File: src/mov_pkg.sv
// Constants for the monitor overvoltage fault response block
package mov_pkg;

  // ----------------------------------------
  // Register map
  // ----------------------------------------
  localparam logic [7:0] RESP_OFFSET = 8'hf8;
  localparam logic [7:0] RESP_RESET  = 8'hbf;
  localparam int         MODE_HI     = 7;
  localparam int         MODE_LO     = 6;
  localparam int         RETRY_HI    = 5;
  localparam int         RETRY_LO    = 3;
  localparam int         DELAY_HI    = 2;
  localparam int         DELAY_LO    = 0;

  // ----------------------------------------
  // Field encodings
  // ----------------------------------------
  localparam logic [1:0] MODE_IGNORE  = 2'h0;
  localparam logic [1:0] MODE_UNUSED  = 2'h1;
  localparam logic [1:0] MODE_LATCH   = 2'h2;
  localparam logic [1:0] MODE_HICCUP  = 2'h3;
  localparam logic [2:0] RETRY_NONE   = 3'h0;
  localparam logic [2:0] RETRY_CONT   = 3'h7;

  // ----------------------------------------
  // Thresholds in percent of the fault limit
  // ----------------------------------------
  localparam logic [7:0] PCT_FULL    = 8'h64;
  localparam logic [7:0] PCT_RESTART = 8'h5f;
  localparam logic [7:0] PCT_WARN    = 8'h5a;

  // ----------------------------------------
  // Timing
  // ----------------------------------------
  localparam int CLK_MHZ        = 200;
  localparam int RETRY_STEP_MS  = 35;
  localparam int RETRY_STEP_CYC = RETRY_STEP_MS * CLK_MHZ * 1000;

  typedef enum logic [2:0] {
    ST_RUN,
    ST_LATCHED,
    ST_HICCUP,
    ST_RETRY_WAIT
  } mov_state_t;

endpackage : mov_pkg

File: src/mov_fault_response.sv
// Monitor overvoltage fault response controller
// Overview of operation
// - Mode 00 ignores the overvoltage fault, mode 10 turns the output off at once and then follows the retry setting.
// - Mode 11 holds the output off only while the overvoltage persists and re-enables it once it is gone.
// - In modes 10 and 11 a fault pulls the alert line low and sets the overvoltage fault flag.
// - Fault flags stay set until the clear-faults command or a reset, and nothing else clears them.
// - Retry setting 000 makes no restart and keeps the output off until faults are cleared.
// - Retry setting 111 restarts repeatedly, each time only once the voltage is below the restart level.
// - Continuous retrying stops on a commanded off, loss of bias power or a shutdown by another fault.
// - A retry restart begins only after the monitored voltage falls below 95% of the fault limit.
// - Restart attempts start (retry delay + 1) times 35 ms apart, 35 ms to 280 ms.
// - The overvoltage warning threshold is 90% of the fault limit.
module mov_fault_response
  import mov_pkg::*;
#(
  parameter int STEP_CYCLES = RETRY_STEP_CYC
) (
  input  wire logic        core_clk,
  input  wire logic        sys_rst,
  input  wire logic        wr_en,
  input  wire logic [7:0]  wr_code,
  input  wire logic [7:0]  wr_data,
  input  wire logic        rd_en,
  input  wire logic [7:0]  rd_code,
  output logic      [7:0]  rd_data,
  output logic             rd_valid,
  input  wire logic        clear_faults,
  input  wire logic [15:0] aux_voltage_monitor_input,
  input  wire logic [15:0] monitor_overvoltage_limit,
  input  wire logic        control_pin_on,
  input  wire logic        operation_on,
  input  wire logic        bias_ok,
  input  wire logic        other_fault_shutdown,
  output logic             output_enable,
  output logic             alert_output_n,
  output logic             ov_fault_flag,
  output logic             ov_warn_flag
);

  // ----------------------------------------
  // Decoding helpers
  // ----------------------------------------
  function automatic logic [23:0] scale_pct(input logic [15:0] v, input logic [7:0] pct);
    scale_pct = 24'(v) * 24'(pct);
  endfunction : scale_pct

  logic [7:0]  monitor_overvoltage_response;
  logic        ctl_meta;
  logic        ctl_sync;
  logic        run_allowed;
  logic        ov_fault;
  logic        below_restart;
  logic        ov_warn;
  logic        fault_active;
  logic [1:0]  mode;
  logic [2:0]  retry;
  logic        timer_start;
  logic        timer_done;
  mov_state_t  state;
  mov_state_t  next_state;

  assign mode  = monitor_overvoltage_response[MODE_HI:MODE_LO];
  assign retry = monitor_overvoltage_response[RETRY_HI:RETRY_LO];

  // ----------------------------------------
  // Control pin synchroniser
  // ----------------------------------------
  always_ff @(posedge core_clk) begin
    if (sys_rst) begin
      ctl_meta <= 1'b0;
      ctl_sync <= 1'b0;
    end else begin
      ctl_meta <= control_pin_on;
      ctl_sync <= ctl_meta;
    end
  end

  assign run_allowed = ctl_sync && operation_on && bias_ok && !other_fault_shutdown;

  // ----------------------------------------
  // Threshold comparison
  // ----------------------------------------
  assign ov_fault      = scale_pct(aux_voltage_monitor_input, PCT_FULL) >
                         scale_pct(monitor_overvoltage_limit, PCT_FULL);
  assign below_restart = scale_pct(aux_voltage_monitor_input, PCT_FULL) <
                         scale_pct(monitor_overvoltage_limit, PCT_RESTART);
  assign ov_warn       = scale_pct(aux_voltage_monitor_input, PCT_FULL) >
                         scale_pct(monitor_overvoltage_limit, PCT_WARN);
  assign fault_active  = ov_fault && (mode != MODE_IGNORE) && (mode != MODE_UNUSED);

  // ----------------------------------------
  // Response register
  // ----------------------------------------
  always_ff @(posedge core_clk) begin
    if (sys_rst) begin
      monitor_overvoltage_response <= RESP_RESET;
    end else if (wr_en && wr_code == RESP_OFFSET) begin
      monitor_overvoltage_response <= wr_data;
    end
  end

  // Unmapped codes read as zero
  always_ff @(posedge core_clk) begin
    if (sys_rst) begin
      rd_data  <= 8'h00;
      rd_valid <= 1'b0;
    end else begin
      rd_valid <= rd_en;
      if (rd_en) begin
        rd_data <= (rd_code == RESP_OFFSET) ? monitor_overvoltage_response : 8'h00;
      end
    end
  end

  // ----------------------------------------
  // Sticky status flags
  // ----------------------------------------
  // fault sets flag
  always_ff @(posedge core_clk) begin
    if (sys_rst) begin
      ov_fault_flag <= 1'b0;
      ov_warn_flag  <= 1'b0;
    end else begin
      ov_fault_flag <= fault_active || (ov_fault_flag && !clear_faults);
      ov_warn_flag  <= (ov_warn && mode[1]) || (ov_warn_flag && !clear_faults);
    end
  end

  assign alert_output_n = !ov_fault_flag;

  // ----------------------------------------
  // Response state machine
  // ----------------------------------------
  always_comb begin
    next_state  = state;
    timer_start = 1'b0;
    case (state)
      ST_RUN: begin
        if (fault_active) begin
          if (mode == MODE_HICCUP) begin
            next_state = ST_HICCUP;
          end else if (retry == RETRY_CONT && run_allowed) begin
            next_state  = ST_RETRY_WAIT;
            timer_start = 1'b1;
          end else begin
            next_state = ST_LATCHED;
          end
        end
      end
      ST_HICCUP: begin
        if (!ov_fault || mode != MODE_HICCUP) begin
          next_state = ST_RUN;
        end
      end
      ST_RETRY_WAIT: begin
        if (!run_allowed || retry != RETRY_CONT) begin
          next_state = ST_LATCHED;
        end else if (timer_done && below_restart) begin
          next_state = ST_RUN;
        end
      end
      ST_LATCHED: begin
        if (clear_faults) begin
          next_state = ST_RUN;
        end
      end
      default: next_state = ST_RUN;
    endcase
  end

  always_ff @(posedge core_clk) begin
    if (sys_rst) begin
      state <= ST_RUN;
    end else begin
      state <= next_state;
    end
  end

  // output off in the same cycle the fault is seen
  assign output_enable = (state == ST_RUN) && !fault_active && run_allowed;

  mov_retry_timer #(
    .STEP_CYCLES (STEP_CYCLES)
  ) u_timer (
    .core_clk   (core_clk),
    .sys_rst    (sys_rst),
    .start      (timer_start),
    .delay_code (monitor_overvoltage_response[DELAY_HI:DELAY_LO]),
    .done       (timer_done)
  );

  // ----------------------------------------
  // Checks
  // ----------------------------------------
  // interval reference count
  logic [25:0] gap_cnt;
  logic [2:0]  gap_code;

  // Counts on even when retrying stops, since the timer itself keeps running
  always_ff @(posedge core_clk) begin
    if (sys_rst) begin
      gap_cnt  <= 26'h0;
      gap_code <= 3'h0;
    end else if (timer_start) begin
      gap_cnt  <= 26'h0;
      gap_code <= monitor_overvoltage_response[DELAY_HI:DELAY_LO];
    end else if (gap_cnt != 26'h3ffffff) begin
      gap_cnt  <= gap_cnt + 26'h1;
    end
  end
endmodule : mov_fault_response

File: src/mov_retry_timer.sv
// Retry interval timer counting (delay code + 1) steps of one retry unit
module mov_retry_timer
  import mov_pkg::*;
#(
  parameter int STEP_CYCLES = RETRY_STEP_CYC
) (
  input  wire logic       core_clk,
  input  wire logic       sys_rst,
  input  wire logic       start,
  input  wire logic [2:0] delay_code,
  output logic            done
);

  logic [25:0] cyc_cnt;
  logic [2:0]  step_cnt;
  logic [2:0]  step_last;
  logic        running;

  // Delay code is caught at start so a register write mid-interval has no effect
  always_ff @(posedge core_clk) begin
    if (sys_rst) begin
      cyc_cnt   <= 26'h0;
      step_cnt  <= 3'h0;
      step_last <= 3'h0;
      running   <= 1'b0;
      done      <= 1'b0;
    end else if (start) begin
      // Start edge counts as the first cycle, so the restart lands (code + 1) steps after
      // the shutdown edge; this needs STEP_CYCLES of two or more
      cyc_cnt   <= 26'h1;
      step_cnt  <= 3'h0;
      step_last <= delay_code;
      running   <= 1'b1;
      done      <= 1'b0;
    end else if (running) begin
      if (cyc_cnt == 26'(STEP_CYCLES - 1)) begin
        cyc_cnt <= 26'h0;
        if (step_cnt == step_last) begin
          running <= 1'b0;
          done    <= 1'b1;
        end else begin
          step_cnt <= step_cnt + 3'h1;
        end
      end else begin
        cyc_cnt <= cyc_cnt + 26'h1;
      end
    end
  end

endmodule : mov_retry_timer

File: config.mk
export PLATFORM = sky130hd
export DESIGN_NAME = mov_fault_response
export DESIGN_NICKNAME = d
export VERILOG_FILES = /design/src/mov_pkg.sv /design/src/mov_fault_response.sv /design/src/mov_retry_timer.sv
export SDC_FILE = /design/constraint.sdc
export NUM_CORES = 1
export LEC_CHECK = 0
export BUFFER_PORTS_ARGS = -buffer_cell sky130_fd_sc_hd__buf_2
export CAP_MARGIN = 10
export CELL_PAD_IN_SITES_DETAIL_PLACEMENT = 1
export CELL_PAD_IN_SITES_GLOBAL_PLACEMENT = 1
export CORE_AREA = 10 10 162 164
export DETAILED_ROUTE_END_ITERATION = 8
export DIE_AREA = 0 0 172 174
export GPL_TIMING_DRIVEN = 0
export HOLD_SLACK_MARGIN = 0.05
export PLACE_DENSITY_LB_ADDON = 0.1
export SKIP_CTS_REPAIR_TIMING = 1
export SLEW_MARGIN = 20
export SYNTH_ARGS = -nofsm -noshare
export SYNTH_HDL_FRONTEND = slang
export SYNTH_SLANG_ARGS = --single-unit
File: constraint.sdc
create_clock -name core_clk -period 7.75 [get_ports core_clk]
set_clock_uncertainty 0.15 [all_clocks]
set_input_delay 0.3875 -clock core_clk [delete_from_list [all_inputs] [get_ports core_clk]]
set_output_delay 0.3875 -clock core_clk [all_outputs]
set_load 0.005 [all_outputs]
==> reports/qor.txt, run 1 <==
First-pass GRT wire length - 47700 microns
RSZ-0062 raised after global routing - false
WP buf/inv - 5
# fillers - 2796
Final setup TNS - 0 ns
I/O pin count - 78
Placed Instances - 1654
Hold slack - 0.121 ns
Setup violators final - 0
Total clock sinks - 57
Mean Syn Cell Area - 8.59 sq um
Clock Path Buffers - 2
Largest net degree at the start of global routing - 11
Max VDD drop - 0.189 mV
N_diodes - 0
Post-layout net count - 1786
Period utilization - 87.9%
WS Path Type - input pin to register
IO buf count - 77
Crit path largest cell delay - 0.53 ns
Slew HR - 47.7%
Post-Layout Cell Count - 1670
Initial antenna violation count - 0
CTS clk-pin slew, worst paths - 0.05 ns
Final Max Slew Viols - 0
DIE HEIGHT - 174 microns
Vias per cell - 5.39
Worst endpoint required time - 7.81 ns
Gpl congestion - 0.844
DRT iter0 DRCs - 267
Layout cells sized above 1 - 8.48%
Least-Margin Pin Slew - 0.778 ns
Total routed wirelength - 28600 microns
DRC Markers - 0
Ys flop type - dfxtp_1
Vias - 9004
Dpl ws - 0.533 ns
Fmax - 147 MHz
Min cycle time layout - 6.81 ns
Crit path max-delay family - adder cells
Overall die width - 172 microns
Tot GR Track Use - 19.4%
Wire length per cell - 17.1 microns
Worst Hold Class - input pin to register
Hpwl dp - 25000 microns
TritonCTS Buffers - 9
Initial Utilization - 47.8%
Netlist cell types - 66
Leakage - 6.37 nW
Final hold violations - 0
Power Density - 307 mW/mm^2
Synth Net Count - 1698
CTS tree - yes
Area delta synth->final - 10.0%
CTS H-Tree Depth - 3
Async SR Flop Fraction - 0%
Post-synthesis sequential area ratio - 10.3%
Arr. time, crit path - 6.87 ns
Die area - 0.0299 sq mm
Status - finished, final reports clean
CP endpoint kind - register
YS warnings - 0
Remaining antenna violation count after routing - 0
TritonRoute pass-1 iters - 4
Yosys reg bits - 57
Number of flops mapped to enable cells by yosys - 0
Fin worst setup slack - 0.936 ns
Utilization after layout - 52.6%
Max-Cap Viols - 0
FP Rows - 56
Cells after Synth - 1287
Startpoint Class - input pin
Total core area - 0.0231 sq mm
GR Overflow Total - 0
Root buffer cell - clkbuf_16
Critical path's slowest cell - fa_1
Post-Syn Area - 0.0111 sq mm
Vias in the first global route - 9412
Worst-Skew Late Latency - 0.33 ns
CP max FO - 5
==> registers in the layout, indices dropped and copies added, names as in the netlist, 2 cells and up <==
register / count
u_timer.cyc_cnt: 26
u_timer.step_last: 3
rd_data: 8
u_timer.step_cnt: 3
state: 2
monitor_overvoltage_response: 8
==> cell usage after synthesis (all sizes together) (2+ instances only) <==
| library cell | n | area (sq um) |
|---|---|---|
| mux2i | 7 | 70.1 |
| nand3 | 22 | 115 |
| ha | 246 | 3080 |
| a211o | 7 | 61.3 |
| or3 | 5 | 32.5 |
| inv | 268 | 1010 |
| nor2b | 32 | 208 |
| dfxtp | 57 | 1140 |
| nand2b | 13 | 81.3 |
| nor3b | 4 | 30.0 |
| o21ai | 39 | 199 |
| nand3b | 3 | 22.5 |
| and3 | 8 | 50.1 |
| a211oi | 7 | 52.6 |
| and4b | 2 | 20.0 |
| a21oi | 94 | 478 |
| xor2 | 51 | 447 |
| nand4 | 14 | 87.6 |
| nor4b | 2 | 23.8 |
| a31oi | 4 | 25.0 |
| or2 | 5 | 31.3 |
| nor4 | 6 | 37.5 |
| or4b | 2 | 20.0 |
| o21a | 13 | 97.6 |
| nand2 | 47 | 179 |
| o311ai | 2 | 17.5 |
| or4 | 4 | 30.0 |
| a22o | 2 | 17.5 |
| a311o | 4 | 40.0 |
| xnor2 | 36 | 315 |
| buf | 5 | 26.3 |
| clkbuf | 4 | 15.0 |
| fa | 100 | 2000 |
| nor3 | 20 | 100 |
| nor2 | 80 | 303 |
| o21bai | 8 | 60.1 |
| o211ai | 7 | 52.6 |
| and2 | 4 | 25.0 |
| and4 | 8 | 70.1 |
| a21o | 25 | 188 |
| o31ai | 9 | 77.6 |
==> layout by cell type (no fill, tap or decap), types with 8 or more instances in the layout <==
cell / count
inv_1: 268
ha_1: 246
fa_1: 100
a21oi_1: 92
buf_2: 80
nor2_1: 79
dfxtp_1: 57
xor2_1: 51
nand2_1: 46
o21ai_0: 37
xnor2_1: 36
nor2b_1: 31
a21o_1: 25
nand3_1: 21
nor3_1: 20
nand4_1: 14
o21a_1: 13
nand2b_1: 13
clkbuf_16: 9
and3_1: 8
and4_1: 8
o21bai_1: 8
==> metrics by stage <==
stage                     cell area (sq um)  power (mW)
final                                 12200        3.74
after CTS                             12200        3.77
after global placement                11800        3.15
after detailed placement              11800        3.27
after global routing                  12200        4.21
after floorplan                       11100        2.53
==> routing by layer <==
metal | up-vias | share of wire, % | track usage [%]
met4 | 0 | 1.6 | 3.88
met1 | 4406 | 47 | 26.2
met2 | 85 | 49 | 32.9
li1 | 4492 | - | -
met3 | 21 | 2.2 | 1.84
met5 | - | 0 | 0
==> worst paths after layout <==
path	start	endpoint	slack [ns]	cells after the start
worst max register to register	u_timer.cyc_cnt[0]$_SDFFE_PP0P_	u_timer.cyc_cnt[18]$_SDFFE_PP0P_	5.27	8
worst min register to register	ctl_meta$_SDFF_PP0_	ctl_sync$_SDFF_PP0_	0.30	1
worst max-delay path	monitor_overvoltage_limit[6]	state[0]$_SDFFE_PP0P_	0.94	25
worst min-delay path	wr_data[3]	monitor_overvoltage_response[3]$_SDFFE_PP1P_	0.12	2
==> layout make-up <==
class | instances | area (sq um) | share of cell area (%)
inverter | 268 | 1010 | 8.27
buffer | 9 | 41.3 | 0.340
timing repair buffer | 77 | 385 | 3.17
tap | 290 | 363 | 2.98
clock buffer | 12 | 256 | 2.11
multi-input combinational | 953 | 8870 | 72.9
clock inverter | 4 | 98.8 | 0.813
sequential | 57 | 1140 | 9.38
==> worst reg2reg max path, delay by kind of cell, from the launching register on <==
family                   cells  cell delay [ns]
adder cells (fa/ha/maj)      1             0.26
buffers and inverters        1             0.25
flip-flops                   1             0.36
AND/OR/NAND/NOR              6             1.34
==> report_power, final <==
| group | total [mW] | switching [mW] | leakage, nW | internal, mW |
|---|---|---|---|---|
| Combinational | 2.96 | 1.71 | 5.74 | 1.25 |
| Clock | 0.470 | 0.138 | 0.173 | 0.332 |
| Sequential | 0.309 | 0.00691 | 0.461 | 0.302 |
| Total | 3.74 | 1.85 | 6.37 | 1.88 |
==> cells by family (layout without fill, tap and decap cells) <==
logic type      Yosys count  in the layout  synth area share (%)
xor+xnor                 87             87                  6.90
simple gates            284            284                  13.5
fa+ha+maj               346            346                  46.0
compound gates          228            228                  13.1
buf+inv                 277            370                  9.48
flops                    57             57                  10.3
mux                       8              8                 0.736
No activity file was read; power rests on OpenSTA's default activity.
==> run 2, diff against run 1 <==
CELL_PAD_IN_SITES_GLOBAL_PLACEMENT = 2   (was 1)
CORE_AREA = 10 10 178 180   (was 10 10 162 164)
DIE_AREA = 0 0 188 190   (was 0 0 172 174)
clock period = 8.2 ns   (was 7.75 ns; I/O delays follow)
==> run 2 against run 1 <==
Sequential share of layout area barely moved. Register-to-register slack better by 0.39 ns. First-iteration DRC count shrank 6.7%. Critical path depth increased by 1. Largest power group unchanged. Non-clock buffer count did not move. Cell area increased by 0.48%. Setup slack better by 0.53 ns. Critical endpoint unchanged. Core utilization fell by 9.3 points. Total power down 7.4%. Clock power down 20%. Sequential power is 6% lower.
==> reports/qor.txt, run 2 (synthesis results as in run 1) <==
Status - finished, final reports clean (unchanged)
Total core area - 0.0282 sq mm (was 0.0231 sq mm)
TritonCTS Buffers - 9 (unchanged)
CTS clk-pin slew, worst paths - 0.05 ns (about the same)
Largest net degree at the start of global routing - 11 (unchanged)
Area delta synth->final - 10.6% (was 10.0%)
Setup violators final - 0 (unchanged)
Die area - 0.0357 sq mm (was 0.0299 sq mm)
Power Density - 283 mW/mm^2 (was 307 mW/mm^2)
Period utilization - 82.2%
Root buffer cell - clkbuf_16 (unchanged)
Switching power - 1.75 mW (was 1.85 mW)
Worst Hold Class - input pin to register (unchanged)
Min cycle time layout - 6.74 ns
N_diodes - 0 (unchanged)
DIE HEIGHT - 190 microns (was 174 microns)
CP max FO - 5 (unchanged)
R2r setup slk - 5.66 ns (was 5.27 ns)
Reg with most FFs - u_timer.cyc_cnt (unchanged)
Crit path max-delay family - compound AO/OA/AOI/OAI gates (was adder cells)
Post-Layout Cell Count - 1763 (was 1670)
WS Path Type - input pin to register (unchanged)
Initial antenna violation count - 0 (unchanged)
Utilization after layout - 43.3% (was 52.6%)
DRC Markers - 0 (unchanged)
Placed Instances - 1748 (was 1654)
WP buf/inv - 5 (unchanged)
Switching share of power - 50.5% (was 49.6%)
Worst-Skew Late Latency - 0.33 ns (about the same)
Max-Cap Viols - 0 (unchanged)
Worst endpoint required time - 8.27 ns (was 7.81 ns)
Final setup TNS - 0 ns (unchanged)
Total clock sinks - 57 (unchanged)
I/O pin count - 78 (unchanged)
Largest register FFs - 26 (unchanged)
Startpoint Class - input pin (unchanged)
Fin worst setup slack - 1.46 ns (was 0.936 ns)
Int Pwr - 1.71 mW (was 1.88 mW)
IO buf count - 77 (unchanged)
Slew HR - 46.9% (was 47.7%)
Least-Margin Pin Slew - 0.794 ns (was 0.778 ns)
Total routed wirelength - 28500 microns (was 28600 microns)
Dpl ws - 1.11 ns (was 0.533 ns)
First-pass GRT wire length - 47500 microns (was 47700 microns)
Hpwl dp - 25100 microns (was 25000 microns)
RSZ-0062 raised after global routing - false (unchanged)
Multi-input combinational cell area - 0.00887 sq mm (unchanged)
# fillers - 3468 (was 2796)
Remaining antenna violation count after routing - 0 (unchanged)
GR Overflow Total - 0 (unchanged)
TritonRoute pass-1 iters - 4 (unchanged)
Max VDD drop - 0.157 mV (was 0.189 mV)
Gpl congestion - 0.788 (was 0.844)
FP Rows - 62 (was 56)
Top Registers - u_timer.cyc_cnt x26, monitor_overvoltage_response x8, rd_data x8 (unchanged)
Clock power frac - 10.8% (was 12.6%)
Tot GR Track Use - 16.2% (was 19.4%)
Initial Utilization - 39.1% (was 47.8%)
Final Max Slew Viols - 0 (unchanged)
Register area - 0.00114 sq mm (unchanged)
Final hold violations - 0 (unchanged)
Arr. time, crit path - 6.80 ns (was 6.87 ns)
Fmax - 148 MHz
CTS H-Tree Depth - 3 (unchanged)
DRT iter0 DRCs - 249 (was 267)
Layout cells sized above 1 - 8.41% (was 8.48%)
Vias - 8857 (was 9004)
Combinational share of power - 80.8% (was 79.2%)
CTS tree - yes (unchanged)
Clock Path Buffers - 2 (unchanged)
Critical path's slowest cell - fa_1 (unchanged)
Leakage - 6.35 nW (was 6.37 nW)
Overall die width - 188 microns (was 172 microns)
Crit path largest cell delay - 0.52 ns (was 0.53 ns)
Commonest cells after routing, fill and taps aside - inv_1, ha_1, fa_1 (unchanged)
Post-layout net count - 1786 (unchanged)
Vias per cell - 5.02 (was 5.39)
Commonest non-fill, non-tap cell in the layout - inv_1 (unchanged)
Wire length per cell - 16.1 microns (was 17.1 microns)
CP endpoint kind - register (unchanged)
Part of the power in registers - 8.4% (was 8.3%)
Vias in the first global route - 9187 (was 9412)
[run 2: cell type report]
cell class / count / area share, %
buffer: 9 / 0.338
clock buffer: 12 / 2.10
clock inverter: 3 / 0.328
inverter: 268 / 8.23
multi-input combinational: 953 / 72.6
sequential: 57 / 9.34
tap: 384 / 3.93
timing repair buffer: 77 / 3.15
[run 2: layer usage]
metal,vias up,share of wire [%],global-route usage (%)
met1,4299,51,22.8
met5,-,0,0
met2,59,47,26.9
met3,20,1.4,1.67
li1,4479,-,-
met4,0,0.84,2.25
[run 2: worst paths after layout]
kind                              startpoint                                      endpoint  depth (start not counted)
min reg2reg              ctl_meta$_SDFF_PP0_                           ctl_sync$_SDFF_PP0_                          1
min                               wr_data[2]  monitor_overvoltage_response[2]$_SDFFE_PP1P_                          2
max             monitor_overvoltage_limit[6]                         state[0]$_SDFFE_PP0P_                         26
max reg2reg  u_timer.cyc_cnt[0]$_SDFFE_PP0P_              u_timer.cyc_cnt[22]$_SDFFE_PP0P_                          8
[run 2: stage by stage]
step	cell area (sq um)	power, mW	hold WS (ns)
finish	12200	3.46	0.131
global placement	11900	3.03	0.284
CTS	12200	3.51	0.123
global route	12200	3.94	0.133
floorplan	11100	2.40	0.264
detailed placement	11900	3.11	0.282
[run 2: power groups by stage]
stage / clock network, mW / logic (mW) / registers (mW)
floorplan: 0 / 2.10 / 0.296
global placement: 0 / 2.74 / 0.298
detailed placement: 0 / 2.81 / 0.298
CTS: 0.383 / 2.83 / 0.293
global route: 0.398 / 3.25 / 0.293
finish: 0.374 / 2.79 / 0.292
==> run 3, diff against run 2 <==
ABC_AREA = 1   (was default)
CORE_AREA = 10 10 187 189   (was 10 10 178 180)
DIE_AREA = 0 0 197 199   (was 0 0 188 190)
clock period = 7 ns   (was 8.2 ns; I/O delays follow)
==> run 3 against run 2 <==
Via count grew 15%. Synthesized cell count up 21%. Wire length grew 19%. Sequential power increased by 18%. Clock power up 17%. Sequential share of layout area down 0.50 points. Core utilization is 1.9 points lower. Total power increased by 29%. Area after synthesis is 6.1% higher. Combinational power grew 32%. Largest cell class unchanged. Largest power group unchanged.
==> reports/qor.txt, run 3 <==
Die area - 0.0392 sq mm (was 0.0357 sq mm)
Crit path largest cell delay - 0.53 ns (was 0.52 ns)
Initial antenna violation count - 0 (unchanged)
Period utilization - 84.9%
Utilization after layout - 41.3% (was 43.3%)
WL met1 - 16700 microns (was 14500 microns)
Most common cell in the synthesized netlist - inv_1 (unchanged)
Crit path max-delay family - adder cells (was compound AO/OA/AOI/OAI gates)
Worst Hold Depth - 3 (was 2)
Worst endpoint required time - 7.07 ns (was 8.27 ns)
Least-Margin Pin Slew - 0.747 ns (was 0.794 ns)
Metal2 WL - 16300 microns (was 13300 microns)
Hold slack - 0.0761 ns (was 0.131 ns)
Vias in the first global route - 10891 (was 9187)
Synth Net Count - 1967 (was 1698)
Total routed wirelength - 33800 microns (was 28500 microns)
Post-route cell area - 0.0129 sq mm (was 0.0122 sq mm)
Slew HR - 49.8% (was 46.9%)
Hold Crit Start - wr_data[7] (was wr_data[2])
GR Overflow Total - 0 (unchanged)
TritonCTS Buffers - 9 (unchanged)
Ys flop type - dfxtp_1 (unchanged)
Power Density - 346 mW/mm^2 (was 283 mW/mm^2)
R2R Path End - u_timer.step_cnt[0]$_SDFFE_PP0P_ (was u_timer.cyc_cnt[22]$_SDFFE_PP0P_)
CTS clk-pin slew, worst paths - 0.05 ns (about the same)
DRT iter0 DRCs - 303 (was 249)
Min cycle time layout - 5.95 ns
Switching share of power - 55.1% (was 50.5%)
Mean Syn Cell Area - 7.54 sq um (was 8.59 sq um)
Top Registers - u_timer.cyc_cnt x26, monitor_overvoltage_response x8, rd_data x8 (unchanged)
Initial Utilization - 37.6% (was 39.1%)
Post-Syn Area - 0.0117 sq mm (was 0.0111 sq mm)
Area delta synth->final - 10.1% (was 10.6%)
Largest register FFs - 26 (unchanged)
Int Pwr - 2.00 mW (was 1.71 mW)
Post-synthesis sequential area ratio - 9.73% (was 10.3%)
Async SR Flop Fraction - 0% (unchanged)
CP max FO - 5 (unchanged)
Largest net degree at the start of global routing - 11 (unchanged)
Max VDD drop - 0.131 mV (was 0.157 mV)
Top sig layer - met4 (unchanged)
Clock power frac - 9.8% (was 10.8%)
Arr. time, crit path - 6.01 ns (was 6.80 ns)
Yosys reg bits - 57 (unchanged)
Netlist cell types - 46 (was 66)
Commonest non-fill, non-tap cell in the layout - inv_1 (unchanged)
Overall die width - 197 microns (was 188 microns)
Combinational share of power - 82.5% (was 80.8%)
Number of flops mapped to enable cells by yosys - 0 (unchanged)
TritonRoute pass-1 iters - 4 (unchanged)
Gpl congestion - 0.830 (was 0.788)
Worst-Skew Late Latency - 0.33 ns (about the same)
Commonest cells after routing, fill and taps aside - inv_1, nand2_1, ha_1 (was inv_1, ha_1, fa_1)
WS Path Type - input pin to register (unchanged)
Hpwl dp - 30500 microns (was 25100 microns)
FP Rows - 65 (was 62)
Worst Hold Class - input pin to register (unchanged)
Startpoint Class - input pin (unchanged)
Status - finished, final reports clean (unchanged)
N_diodes - 0 (unchanged)
Switching power - 2.46 mW (was 1.75 mW)
Synth area leaders - ha_1, fa_1, inv_1, dfxtp_1, nand2_1 (was ha_1, fa_1, dfxtp_1, inv_1, a21oi_1)
Max-Cap Viols - 0 (unchanged)
Critical path's slowest cell - fa_1 (unchanged)
Leakage - 6.88 nW (was 6.35 nW)
I/O pin count - 78 (unchanged)
Final Max Slew Viols - 0 (unchanged)
R2r setup slk - 4.96 ns (was 5.66 ns)
Final hold violations - 0 (unchanged)
Reg2reg path depth - 9 (was 8)
Fmax - 168 MHz
Cell taking the most area after synthesis - ha_1 (unchanged)
Reg with most FFs - u_timer.cyc_cnt (unchanged)
First-pass GRT wire length - 55300 microns (was 47500 microns)
RSZ-0062 raised after global routing - false (unchanged)
CP endpoint kind - register (unchanged)
Cells after Synth - 1556 (was 1287)
Area share of the largest cell type after synthesis - 26.2% (was 27.9%)
Total core area - 0.0312 sq mm (was 0.0282 sq mm)
Vias - 10221 (was 8857)
CTS tree - yes (unchanged)
Final setup TNS - 0 ns (unchanged)
Post-layout net count - 2055 (was 1786)
Layout cells sized above 1 - 7.70% (was 8.41%)
CTS H-Tree Depth - 3 (unchanged)
Wire length per cell - 16.5 microns (was 16.1 microns)
Clock Path Buffers - 2 (unchanged)
DR WL met3 - 727 microns (was 396 microns)
Tot GR Track Use - 17.5% (was 16.2%)
IO buf count - 77 (unchanged)
Vias per cell - 4.98 (was 5.02)
FF-to-FF Start - u_timer.cyc_cnt[8]$_SDFFE_PP0P_ (was u_timer.cyc_cnt[0]$_SDFFE_PP0P_)
Part of the power in registers - 7.8% (was 8.4%)
DP Area - 0.0126 sq mm (was 0.0119 sq mm)
Synth top cells by count - inv_1, nand2_1, ha_1 (was inv_1, ha_1, fa_1)
Root buffer cell - clkbuf_16 (unchanged)
YS warnings - 0 (unchanged)
Setup violators final - 0 (unchanged)
WP buf/inv - 5 (unchanged)
Remaining antenna violation count after routing - 0 (unchanged)
DIE HEIGHT - 199 microns (was 190 microns)
Hold endpoint - monitor_overvoltage_response[7]$_SDFFE_PP1P_ (was monitor_overvoltage_response[2]$_SDFFE_PP1P_)
Total clock sinks - 57 (unchanged)
DRC Markers - 0 (unchanged)
==> run 3: layout make-up <==
cell class | count | area [sq um]
multi-input cells | 1139 | 9220
clock buffers | 13 | 250
inverters | 352 | 1320
clock inverters | 3 | 40.0
well taps | 402 | 503
fillers | 3923 | 18300
flip-flops and latches | 57 | 1140
plain buffers | 8 | 55.1
repair buffers | 77 | 385
==> run 3: worst register-to-register path, cell delays in order (launching register included) <==
cell and delay, ns:
dfxtp_1 0.40, nand2_2 0.09, nor2_4 0.18, inv_2 0.07, nor4_4 0.25, nand3_2 0.16
nor2_4 0.29, nand2_1 0.16, nand2_1 0.09, a21oi_1 0.06
==> run 3: routing by layer <==
metal	GRT usage [%]	vias up
met1	23.8	5000
met5	0	-
met4	1.34	0
met3	1.86	10
met2	30.1	60
li1	-	5151
==> run 3: how the worst max path moves through the flow <==
stage / to / slack, ns / cells past startpoint / from
5_1_grt: state[0]$_SDFFE_PP0P_ / 0.54 / 28 / monitor_overvoltage_limit[13]
3_3_place_gp: state[0]$_SDFFE_PP0P_ / 0.70 / 29 / monitor_overvoltage_limit[14]
6_report: state[0]$_SDFFE_PP0P_ / 1.05 / 27 / monitor_overvoltage_limit[13]
4_1_cts: state[0]$_SDFFE_PP0P_ / 0.97 / 25 / monitor_overvoltage_limit[14]
2_1_floorplan: state[0]$_SDFFE_PP0P_ / 1.86 / 28 / monitor_overvoltage_limit[8]
3_5_place_dp: state[0]$_SDFFE_PP0P_ / 0.64 / 25 / monitor_overvoltage_limit[13]
==> run 3: power groups by stage <==
stage / Clock (mW) / Sequential, mW / Combinational, mW
after floorplan: 0 / 0.352 / 2.67
after global placement: 0 / 0.353 / 3.58
after detailed placement: 0 / 0.353 / 3.70
after CTS: 0.447 / 0.347 / 3.73
after global routing: 0.465 / 0.348 / 4.29
final: 0.436 / 0.346 / 3.68
==> run 3: stage by stage <==
step,instances,power (mW),worst slack [ns]
floorplan,1556,3.02,1.86
global placement,2035,3.93,0.698
detailed placement,2035,4.06,0.640
CTS,2051,4.52,0.968
global route,2051,5.10,0.544
finish,2051,4.46,1.05
==> run 3: cells by family (layout without fill, tap and decap cells) <==
logic type / count (synthesis) / in the layout / share of synthesized area (%)
xor+xnor: 84 / 84 / 6.27
buf+inv: 360 / 453 / 11.7
fa+ha+maj: 346 / 346 / 43.3
flops: 57 / 57 / 9.73
simple gates: 499 / 499 / 19.1
compound gates: 210 / 210 / 9.85
